===== config.mk =====
export PLATFORM = sky130hd
export DESIGN_NAME = store_conditional_unit
export DESIGN_NICKNAME = d
export VERILOG_FILES = /design/src/design/sc_pkg.sv /design/src/design/store_conditional_unit.sv
export SDC_FILE = /design/constraint.sdc
export NUM_CORES = 1
export LEC_CHECK = 0
export ABC_AREA = 1
export BUFFER_PORTS_ARGS = -buffer_cell sky130_fd_sc_hd__buf_4
export CAP_MARGIN = 15
export CORE_AREA = 2 2 237 239
export DETAILED_ROUTE_END_ITERATION = 10
export DIE_AREA = 0 0 239 241
export HOLD_SLACK_MARGIN = 0.15
export PLACE_DENSITY = 0.51
export SETUP_SLACK_MARGIN = 0.15
export SYNTH_ARGS = -nofsm -noshare
export SYNTH_HDL_FRONTEND = slang
export SYNTH_SLANG_ARGS = --single-unit

===== constraint.sdc =====
create_clock -name pclk -period 3.95 [get_ports pclk]
set_input_delay 0.395 -clock pclk [delete_from_list [all_inputs] [get_ports pclk]]
set_output_delay 0.395 -clock pclk [all_outputs]
set_load 0.005 [all_outputs]

===== src/design/sc_pkg.sv =====
/*
 package for the conditional word store unit: opcode, field positions,
 lane and cache attribute codes, apb map.
 assumes nothing beyond a systemverilog compiler.
*/
package sc_pkg;
    localparam logic [5:0]  OP_STORE_COND   = 6'h38;
    localparam logic [5:0]  OP_LOAD_LINKED  = 6'h30;
    localparam int          OP_MSB          = 31;
    localparam int          OP_LSB          = 26;
    localparam int          BASE_MSB        = 25;
    localparam int          BASE_LSB        = 21;
    localparam int          RT_MSB          = 20;
    localparam int          RT_LSB          = 16;
    localparam int          OFS_MSB         = 15;
    localparam int          LANE_SHIFT      = 3;
    localparam logic [2:0]  CCA_NONCOHERENT = 3'h3;
    localparam logic [2:0]  CCA_COHERENT    = 3'h5;
    localparam logic [7:0]  EXC_NONE        = 8'h00;
    localparam logic [7:0]  EXC_ADDR_ERROR  = 8'h05;
    localparam logic [7:0]  EXC_TLB_FAULT   = 8'h02;
    localparam logic [7:0]  EXC_RESERVED    = 8'h0a;
    localparam logic [11:0] ADDR_CTRL       = 12'h000;
    localparam logic [11:0] ADDR_STATUS     = 12'h004;
    localparam logic [11:0] ADDR_COUNT      = 12'h008;
    localparam int          CTRL_MSB_FIRST  = 0;
    localparam int          CTRL_SWAP_USER  = 1;
    localparam int          CTRL_CLEAR      = 2;
    localparam logic [31:0] CTRL_RESET      = 32'h0000_0000;
endpackage


===== src/design/store_conditional_unit.sv =====
/*
 conditional word store unit: decodes the conditional store, forms and
 checks its address, places the lanes, gates the store on the link flag,
 and returns the success word. apb registers hold endian controls, link status and fail count.
 assumes the pipeline gives one issue pulse with register values already
 read, translation returns the physical address the same cycle, and
 snoop/exception pulses come from core-clock logic.
*/
`timescale 1ns/1ns
//////////////////////////////////////////////////////////////////////////////
// Overview of operation
// - opcode 111000 with base, source/target and 16-bit offset fields
// - address is sign-extended offset plus base register
// - successful sequence writes low 32-bit word at aligned address
// - success writes 1 into the source/target register
// - failure leaves memory alone and writes 0
// - coherent store by another agent into monitored block fails it
// - any exception taken between linked load and store fails it
// - loads, stores, prefetches in between give either outcome
// - sequence outside one 2048-byte region gives either outcome
// - either low address bit set raises address error, no store
// - word store issued only while link flag is set
// - result written back is 63 zeros then the link flag, cleared by a snoop or exception in the same cycle
// - lane is address xor endian bit, data shifted by eight per lane
// - only tlb refill/invalid/modified and address error raised, never reserved
//////////////////////////////////////////////////////////////////////////////
module store_conditional_unit #(
    parameter int PA_W   = 36,
    parameter int BLK_W  = 4
) (
    input  wire logic            pclk,
    input  wire logic            presetn,
    input  wire logic            issue_valid,
    input  wire logic [31:0]     instr_word,
    input  wire logic [63:0]     base_value,
    input  wire logic [63:0]     source_value,
    input  wire logic            xlate_refill,
    input  wire logic            xlate_invalid,
    input  wire logic            xlate_modified,
    input  wire logic [PA_W-1:0] xlate_paddr,
    input  wire logic [2:0]      xlate_attr,
    input  wire logic            ll_done,
    input  wire logic [PA_W-1:0] ll_paddr,
    input  wire logic            snoop_store,
    input  wire logic [PA_W-1:0] snoop_paddr,
    input  wire logic            core_exception,
    output logic [63:0]          vaddr,
    output logic                 mem_store,
    output logic [PA_W-1:0]      mem_paddr,
    output logic [63:0]          mem_data,
    output logic [7:0]           mem_byte_en,
    output logic [2:0]           cache_coherency_attr,
    output logic                 wb_valid,
    output logic [4:0]           wb_reg,
    output logic [63:0]          wb_value,
    output logic                 exc_valid,
    output logic [7:0]           exc_code,
    output logic                 link_flag,
    input  wire logic            psel,
    input  wire logic            penable,
    input  wire logic            pwrite,
    input  wire logic [11:0]     paddr,
    input  wire logic [31:0]     pwdata,
    output logic [31:0]          prdata,
    output logic                 pready,
    output logic                 pslverr
);
    //////////////////////////////////////////////////////////////////////////
    // decode and address
    wire logic is_sc = issue_valid &&
        instr_word[sc_pkg::OP_MSB:sc_pkg::OP_LSB] == sc_pkg::OP_STORE_COND;
    wire logic [4:0] rt_idx = instr_word[sc_pkg::RT_MSB:sc_pkg::RT_LSB];
    wire logic [63:0] ofs_ext =
        {{48{instr_word[sc_pkg::OFS_MSB]}}, instr_word[15:0]};
    wire logic [63:0] ea = base_value + ofs_ext;
    assign vaddr = ea;
    wire logic misalign = ea[1] | ea[0];
    wire logic tlb_fault = xlate_refill | xlate_invalid | xlate_modified;
    wire logic sc_exc = is_sc && (misalign || tlb_fault);
    wire logic sc_ok = is_sc && !sc_exc;

    //////////////////////////////////////////////////////////////////////////
    // apb registers
    logic [31:0] ctrl_q;
    logic [31:0] fail_cnt_q;
    logic [31:0] prdata_q;
    wire logic apb_wr = psel && penable && pwrite;
    wire logic apb_rd = psel && !penable && !pwrite;
    wire logic hit_ctrl = paddr == sc_pkg::ADDR_CTRL;
    wire logic hit_stat = paddr == sc_pkg::ADDR_STATUS;
    wire logic hit_cnt  = paddr == sc_pkg::ADDR_COUNT;
    wire logic hit_any  = hit_ctrl | hit_stat | hit_cnt;
    wire logic core_msb_first = ctrl_q[sc_pkg::CTRL_MSB_FIRST];
    wire logic swap_byte_order_user = ctrl_q[sc_pkg::CTRL_SWAP_USER];
    wire logic sw_clear = apb_wr && hit_ctrl && pwdata[sc_pkg::CTRL_CLEAR];
    wire logic [31:0] rd_mux =
        hit_ctrl ? ctrl_q :
        hit_stat ? {31'h0000_0000, link_flag} :
        hit_cnt  ? fail_cnt_q : 32'h0000_0000;
    assign pready  = 1'b1;
    assign pslverr = psel && penable && !hit_any;
    assign prdata  = prdata_q;

    //////////////////////////////////////////////////////////////////////////
    // lane placement
    wire logic [2:0] lane = ea[2:0] ^ {core_msb_first, 2'b00};
    wire logic [PA_W-1:0] pa_swz = {xlate_paddr[PA_W-1:3],
        xlate_paddr[2:0] ^ {swap_byte_order_user, 2'b00}};
    wire logic [5:0] shamt = {lane, 3'b000};
    wire logic [63:0] data_sh = source_value << shamt;
    wire logic [7:0] be_sh = 8'h0f << lane;

    //////////////////////////////////////////////////////////////////////////
    // link flag
    // block compare ignores the low BLK_W bits: word to a small block.
    function automatic logic same_block(input logic [PA_W-1:0] a,
                                        input logic [PA_W-1:0] b);
        same_block = (a >> BLK_W) == (b >> BLK_W);
    endfunction
    logic [PA_W-1:0] link_pa_q;
    logic            link_q;
    wire logic snoop_kill = snoop_store && same_block(snoop_paddr, link_pa_q);
    // a consumed store also ends the sequence; the set wins on collision
    // local loads and fetch distance are left out of kill on purpose:
    // either outcome is allowed there, and ignoring them is cheapest
    wire logic kill = snoop_kill || core_exception || sc_exc
        || is_sc;
    wire logic link_d = ll_done ? 1'b1 : (kill ? 1'b0 : link_q);
    assign link_flag = link_q;
    // snoop in the same cycle as the store also fails it, safest reading
    wire logic live_link = link_q && !snoop_kill && !core_exception;

    always_ff @(posedge pclk or negedge presetn) begin
        if (!presetn) begin
            link_q    <= 1'b0;
            link_pa_q <= '0;
        end else begin
            link_q <= link_d;
            if (ll_done) begin
                link_pa_q <= ll_paddr;
            end
        end
    end

    //////////////////////////////////////////////////////////////////////////
    // outputs registered one cycle after issue
    always_ff @(posedge pclk or negedge presetn) begin
        if (!presetn) begin
            mem_store            <= 1'b0;
            mem_paddr            <= '0;
            mem_data             <= 64'h0000_0000_0000_0000;
            mem_byte_en          <= 8'h00;
            cache_coherency_attr <= 3'h0;
            wb_valid             <= 1'b0;
            wb_reg               <= 5'h00;
            wb_value             <= 64'h0000_0000_0000_0000;
            exc_valid            <= 1'b0;
            exc_code             <= sc_pkg::EXC_NONE;
        end else begin
            mem_store <= sc_ok && live_link;
            if (sc_ok) begin
                mem_paddr            <= pa_swz;
                mem_data             <= data_sh;
                mem_byte_en          <= be_sh;
                cache_coherency_attr <= xlate_attr;
            end
            wb_valid <= sc_ok;
            if (sc_ok) begin
                wb_reg   <= rt_idx;
                wb_value <= {63'h0, live_link};
            end
            exc_valid <= sc_exc;
            exc_code  <= misalign ? sc_pkg::EXC_ADDR_ERROR :
                         tlb_fault ? sc_pkg::EXC_TLB_FAULT :
                         sc_pkg::EXC_NONE;
        end
    end

    always_ff @(posedge pclk or negedge presetn) begin
        if (!presetn) begin
            ctrl_q     <= sc_pkg::CTRL_RESET;
            fail_cnt_q <= 32'h0000_0000;
            prdata_q   <= 32'h0000_0000;
        end else begin
            if (apb_wr && hit_ctrl) begin
                ctrl_q <= pwdata & 32'h0000_0003;
            end
            if (sw_clear) begin
                fail_cnt_q <= 32'h0000_0000;
            end else if (sc_ok && !live_link) begin
                fail_cnt_q <= fail_cnt_q + 32'h0000_0001;
            end
            if (apb_rd) begin
                prdata_q <= rd_mux;
            end
        end
    end
endmodule


* After elaboration in Yosys (flattened, before gate mapping)
Cells that the tools add are included.
Cells by class: $add $sub $neg 2, equality and inequality tests 4, shifts and indexed selects 2, mux-type cells 9, bitwise operators 7, reduce and logical (&&, ||, !) cells 29
Operators with widths (count):
- 32-bit 2-to-1 mux | 5
- 64-bit adder | 1
- 64-bit by 6-bit left shift with 64-bit output | 1
- 32-bit by 1-bit adder with 32-bit output (second input constant) | 1
- 32-bit == test | 1
- 1-bit logical AND | 15
- 12-bit by 3-bit == test with 1-bit output (second input constant) | 1
- 12-bit by 4-bit == test with 1-bit output (second input constant) | 1
- 12-bit logical NOT | 1
- 4-bit by 3-bit left shift with 8-bit output (first input constant) | 1
- 1-bit logical NOT | 7
- 6-bit == test (second input constant) | 1
- 3-bit bitwise XOR | 2
- 1-bit bitwise OR | 5
- 1-bit logical OR | 4
- 2-bit nonzero test | 2
- 3-bit 2-to-1 mux | 1
- 1-bit 2-to-1 mux | 2
- 2-bit 2-to-1 mux | 1
Word-level totals: register bits after elaboration 226, bits of input ports 327, output and inout bits 290, word-level logic and storage cells 68

* Logic depth before layout (Yosys ltp)
Gate-level depths: netlist (run 1).
depth in word-level cells 9, gate-level depth with buffers 16, mapped depth without buffers 16

* Worst setup path before layout (run 1)
OpenSTA, ideal clock, no wires.
kind input -> output, start point input port instr_word[0], end point output port vaddr[52], data arrival time 1.984 ns, data required time 3.555 ns, setup slack 1.571 ns, stages on the path 16, path buffers 0, cells stage by stage ha_1 -> inv_1 -> fa_1 -> inv_1 -> nand2_1 -> o21ai_1 -> nand2_1 -> nand2_1 -> nand2_1 -> nand2_1 -> nand2_1 -> nand2_1 -> nand2_1 -> nand2_1 -> nand2_1 -> nand2_1
Between the ends: cells in the longest elaborated chain, start to end 1
RTL lines:
- start: declaration | line store_conditional_unit.sv:34 | input wire logic [31:0] instr_word,
- 64-bit adder | line store_conditional_unit.sv:75 | wire logic [63:0] ea = base_value + ofs_ext;
- end: declaration | line store_conditional_unit.sv:47 | output logic [63:0] vaddr,
Every way passes these cells.

* Worst setup path in the final report (run 1)
start point input port instr_word[15], end point output port vaddr[56]
The elaborated chain is that of the path after synthesis.

==> metrics, run 1 <==
FMAX=0.315 GHz; global-route usage over all layers=21.7%; PortBufs=505; critical path fanouts, max=49; met1 Use GR=28.4%; Worst-Margin Slew=0.938 ns; Worst setup SP type=input pin; DR iter-0 viols=1097; status=finished clean; Tmin final=3.18 ns; leak pwr=12.9 nW; number of global-route vias before repair=17816; RSZ-0062 raised after global routing=false; initial antenna violation count=0; worst-case headroom to the max-slew limit=37.5%; Synth top area share=32.4%; I/O Pins=617; Power Density=301 nW/µm²; later-pin clock latency in the skew report=0.58 ns; GRT busiest layer=met2; Max Cap Viol=0; cts bufs inserted=28; CTS clock-pin slew for the worst setup and hold paths=0.06 ns; Post-CTS Setup Repair Bufs=0; switching share of power=31.2%; CTS Root Cell=clkbuf_16; ratio of cells with drive above 1 in the final layout=18.8%; Synth Register Bits=221; CTS tree=built; Post-synth EDFFs=0; Syn-to-layout area delta=36.0%; DR vias=18537; Vias/cell=4.71; Ant. Diodes=0; Hold Vio Cnt, Final=0; Mapped Cells=2651; Post-DP HPWL=51800 µm; max-slew violations=0; internal power=4.81 mW; Die Ht=241 µm; Max rail drop VDD=0.295 mV; synth top area cells=dfrtp_1, nand2_1, inv_1, ha_1, nor2_1; Wirelength per Cell=16.7 µm; Synth area leader=dfrtp_1; synth unique cells=44; Mean Syn Cell Area=6.45 µm²; largest net degree at the start of global routing=115; fin area=23200 µm²; Clock Power Share=39.4%; GR Util met3=1.99%; Die Area=57600 µm²; Seq/Total Area, Yosys=32.4%; Largest register FFs=64; Top FF cell, synth=dfrtp_1; DRC errors left=0; met2 Track Usage GR=37.7%; Period Utilization, post-route=80.4%; CP required=3.56 ns; Final setup viols=0; Clock Sinks=221; HP Class=input pin to register; routability congestion estimate=0.988; DR pass1 iterations=6; Flop pwr share=33.3%; CP Class=input pin to primary output; row count=86; largest registers=mem_data x64, mem_paddr x36; Crit. End Element=primary output; die width=239 µm; Logic pwr share=27.2%; Routed WL=65700 µm; Synthesis Warnings=0; CTS H-tree depth=1; asr flop ratio synth=100%; Clock Skews=0.0460 ns; Net count, final=3606; P_sw=2.19 mW; CTS Buffer Depth=3; Cell Area, Placed=21300 µm²; crit path DAT=2.78 ns; initial core utilization=31.1%; core area=54900 µm²; global-route wire length before repair=98600 µm; post-route antenna net violation count=0; TNS Setup=0 ns; total grt overflow=0; largest reg by FF count=mem_data; post-synthesis cell area=17100 µm²
kinds of logic after synthesis:
| family | count (synthesis) | share of synthesized area [%] |
|---|---|---|
| AOI/OAI and AO/OA | 349 | 12.1 |
| xor gates and xnor gates | 62 | 3.18 |
| adders and majority gates | 66 | 4.88 |
| buffers and inverters | 504 | 12.9 |
| DFF | 221 | 32.4 |
| muxes | 14 | 0.820 |
| other | 2 | 0.0439 |
| and+or+nand+nor | 1433 | 33.7 |
routing by layer:
metal	part of all wire (%)	wire length [µm]	up-vias
li1	-	-	9353
met1	43	28500	8576
met2	49	32200	513
met3	4.5	2970	95
met4	3.1	2040	0
met5	0	0	-
synth_stat cells (2+ instances only):
| cell type | count |
|---|---|
| nor2_2 | 3 |
| nand2_2 | 3 |
| xor2_1 | 54 |
| nor2_4 | 2 |
| o21bai_1 | 11 |
| buf_4 | 70 |
| o21ai_0 | 150 |
| nand3b_1 | 4 |
| a22oi_1 | 7 |
| nor3_1 | 30 |
| o211ai_1 | 8 |
| mux2i_1 | 14 |
| conb_1 | 2 |
| clkbuf_1 | 38 |
| nand2_1 | 1013 |
| nor2_1 | 207 |
| buf_6 | 2 |
| nand3_1 | 123 |
| o21ai_1 | 6 |
| ha_1 | 65 |
| a22o_1 | 10 |
| a21oi_1 | 105 |
| buf_2 | 30 |
| buf_1 | 7 |
| xnor2_1 | 8 |
| dfrtp_1 | 221 |
| inv_2 | 7 |
| o21a_1 | 5 |
| inv_1 | 349 |
| o22ai_1 | 5 |
| nand4_1 | 41 |
| o31ai_1 | 22 |
| o211ai_2 | 18 |
power groups by stage:
stage / Clock (mW) / Combinational, mW / Sequential (mW)
finish: 2.76 / 1.90 / 2.33
global route: 2.92 / 2.12 / 2.34
CTS: 2.84 / 1.91 / 2.33
detailed placement: 0 / 1.83 / 2.37
global placement: 0 / 1.83 / 2.37
floorplan: 0 / 1.00 / 2.37
repair_timing:
item	CTS	global route
hold buffers	87	0
hold endpoints to repair	198	0
gates resized for setup	0	0
worst max-delay path, cell delays in order:
cell     delay [ns]
buf_4          0.48
ha_1           0.41
a21oi_1        0.27
o21ai_0        0.15
a21oi_1        0.24
nand3_1        0.25
nand3_1        0.19
nand2_1        0.07
nand2_1        0.06
nand2_1        0.09
buf_4          0.15
cells in the final DEF, fill, tap and decap left out, drive strengths merged, types with 5 or more instances in the layout:
cell type    Yosys  routed
o211ai          26      26
dlygate4sd3      0      87
o21ai          156     156
buf            109     525
nand4           41      41
clkinv           1       5
o31ai           22      22
o21a             5       5
inv            356     357
ha              65      65
a22o            10      10
nand3          123     123
a22oi            7       7
xor2            54      54
xnor2            8       8
nor2           212     212
conb             2      69
mux2i           14      14
nand2         1016    1016
clkbuf          38      40
o22ai            5       5
o21bai          11      11
nor3            31      31
dfrtp          221     221
a21oi          105     105
worst paths after layout:
check                                      start             end  slack, ns  cells past startpoint
worst max-delay path              instr_word[15]       vaddr[56]       0.77                     11
worst min-delay path            source_value[57]    mem_data[57]       0.19                      5
worst max register to register     link_pa_q[30]   fail_cnt_q[3]       1.75                     14
worst min register to register      mem_paddr[9]    mem_paddr[9]       0.48                      2
max in group asynchronous                presetn       exc_valid       2.44                      3
min in group asynchronous                presetn  fail_cnt_q[29]       0.52                      2
area by class of cell:
cell class | instances | area [µm²]
Clock buffer | 40 | 816
Clock inverter | 12 | 200
Fill cell | 5779 | 31600
Inverter | 357 | 1340
Multi-Input combinational cell | 1993 | 9610
Sequential cell | 221 | 5530
Tap cell | 704 | 881
Timing Repair Buffer | 612 | 4860
stage by stage:
step / util, % / power, mW / setup WS, ns / hold WS (ns) / std cells
after floorplan: - / 3.37 / 1.57 / 0.0994 / 2718
after global placement: 38.9 / 4.20 / 0.817 / 0.463 / 3799
after detailed placement: 38.9 / 4.20 / 0.803 / 0.466 / 3799
after CTS: 42.3 / 7.08 / 0.799 / 0.151 / 3938
after global routing: 42.4 / 7.38 / 0.538 / 0.194 / 3939
final: 42.4 / 6.99 / 0.774 / 0.186 / 3939
(Power assumes the default switching activity.)
==> run 2: changes to the inputs <==
PLACE_DENSITY = 0.53   (was 0.51)
clock period = 2.8 ns   (was 3.95 ns; I/O delays follow)
==> run 2 against run 1 <==
Effect of this change: sequential share of layout area down 1.1 points; count of clock-buffer cells in the layout up 1; sequential power up 41%; critical path type unchanged.
==> metrics, run 2 (synthesis gave the netlist of run 1 again) <==
CTS tree=built; critical path fanouts, max=13; DRC errors left=0; global-route usage over all layers=21.9%; HP Class=input pin to register; max-slew violations=0; largest registers=mem_data x64, mem_paddr x36; Wirelength per Cell=16.6 µm; crit path DAT=2.31 ns; Die Ht=241 µm; status=finished clean; CTS clock-pin slew for the worst setup and hold paths=0.06 ns; internal power=6.72 mW; Worst-Margin Slew=0.904 ns; Routed WL=66700 µm; initial antenna violation count=0; global-route wire length before repair=99300 µm; TNS Setup=0 ns; largest net degree at the start of global routing=75; commonest non-fill, non-tap cells in the layout=nand2_1, buf_4, inv_1; P_sw=3.19 mW; CP Class=input pin to primary output; FMAX=0.385 GHz; Hold Vio Cnt, Final=0; RSZ-0062 raised after global routing=true; Tmin final=2.59 ns; total grt overflow=0; Period Utilization, post-route=92.6%; Largest register FFs=64; Final setup viols=0; ratio of cells with drive above 1 in the final layout=23.2%; commonest non-fill, non-tap cell in the layout=nand2_1; Clock Skews=0.0363 ns; CP required=2.52 ns; Cell Area, Placed=21900 µm²; DR vias=19079; Power Density=406 nW/µm²; leak pwr=13.3 nW; largest reg by FF count=mem_data; switching share of power=32.2%; CTS Root Cell=clkbuf_16; Clock Sinks=221; routability congestion estimate=0.931; Post-DP HPWL=52700 µm; Logic pwr share=30.0%; cts bufs inserted=27; Net count, final=3685; Die Area=57600 µm²; Crit. End Element=primary output; Flop pwr share=33.2%; Vias/cell=4.75; Max rail drop VDD=0.503 mV; Syn-to-layout area delta=42.9%; worst-case headroom to the max-slew limit=39.8%; DR iter-0 viols=1169; Ant. Diodes=0; CTS H-tree depth=1; DR pass1 iterations=6; initial core utilization=31.1%; number of global-route vias before repair=18126; PortBufs=505; Worst setup SP type=input pin; I/O Pins=617; CTS Buffer Depth=3; fin area=24400 µm²; Max Cap Viol=0; row count=86; post-route antenna net violation count=0; later-pin clock latency in the skew report=0.57 ns; Clock Power Share=36.8%; core area=54900 µm²; die width=239 µm
==> run 2: area by class of cell <==
type	instances	area (µm²)
clock buffers	41	798
clock inverters	9	120
fillers	5741	30500
inverters	357	1340
multi-input cells	1993	10100
flip-flops and latches	221	5530
well taps	704	881
repair buffers	692	5660
==> run 2: stage by stage <==
step,power (mW),setup slack (ns),hold slack (ns),instances,util (%)
after floorplan,4.75,0.608,-0.0156,2718,-
after global placement,6.03,0.0997,0.284,3851,39.8
after detailed placement,6.04,0.0586,0.294,3851,39.8
after CTS,9.88,0.0922,0.150,4014,43.7
after global routing,10.4,0.119,0.187,4017,44.5
final,9.91,0.206,0.184,4017,44.5
==> run 2: worst max-delay path, cell delays in order <==
cell and delay, ns:
buf_6 0.15, buf_12 0.17, ha_2 0.39, nand2_1 0.10
nor2_1 0.20, inv_1 0.11, nor2_1 0.19, inv_1 0.08
nor3_1 0.17, nand2_1 0.14, nand2_1 0.10, nand2_1 0.06
nand2_1 0.06, buf_4 0.10
==> run 2: routing by layer <==
| layer | up-vias | part of all wire [%] | GRT usage, % |
|---|---|---|---|
| met5 | - | 0 | 0 |
| met4 | 0 | 3.4 | 7.52 |
| met3 | 119 | 4.9 | 2.08 |
| met2 | 580 | 49 | 37.6 |
| met1 | 8857 | 43 | 28.7 |
| li1 | 9523 | - | - |
==> run 2: repair_timing <==
item | 4_1_cts | 5_1_grt
setup buffers | 0 | 3
pin swaps | 0 | 9
gates resized for setup | 20 | 112
endpoints found under the hold margin | 191 | 0
setup endpoints to repair | 13 | 36
hold buffers | 113 | 0
==> run 2: power groups by stage <==
stage                     clock (mW)  sequential, mW  combinational, mW
final                           3.64            3.29               2.97
after global routing            3.86            3.29               3.27
after CTS                       3.74            3.29               2.85
after detailed placement           0            3.35               2.69
after global placement             0            3.34               2.69
after floorplan                    0            3.34               1.41
==> run 2: path summary, 6_finish.rpt <==
check                            startpoint       endpoint  slack (ns)  cells after the start
min in group asynchronous           presetn   link_pa_q[5]        0.30                      2
setup / recovery             instr_word[15]      vaddr[59]        0.21                     14
max in group asynchronous           presetn   mem_data[34]        1.69                      3
hold / removal             source_value[34]   mem_data[50]        0.18                      5
setup reg to reg                  ctrl_q[0]   mem_data[43]        0.62                     10
hold reg to reg               mem_paddr[26]  mem_paddr[26]        0.48                      2
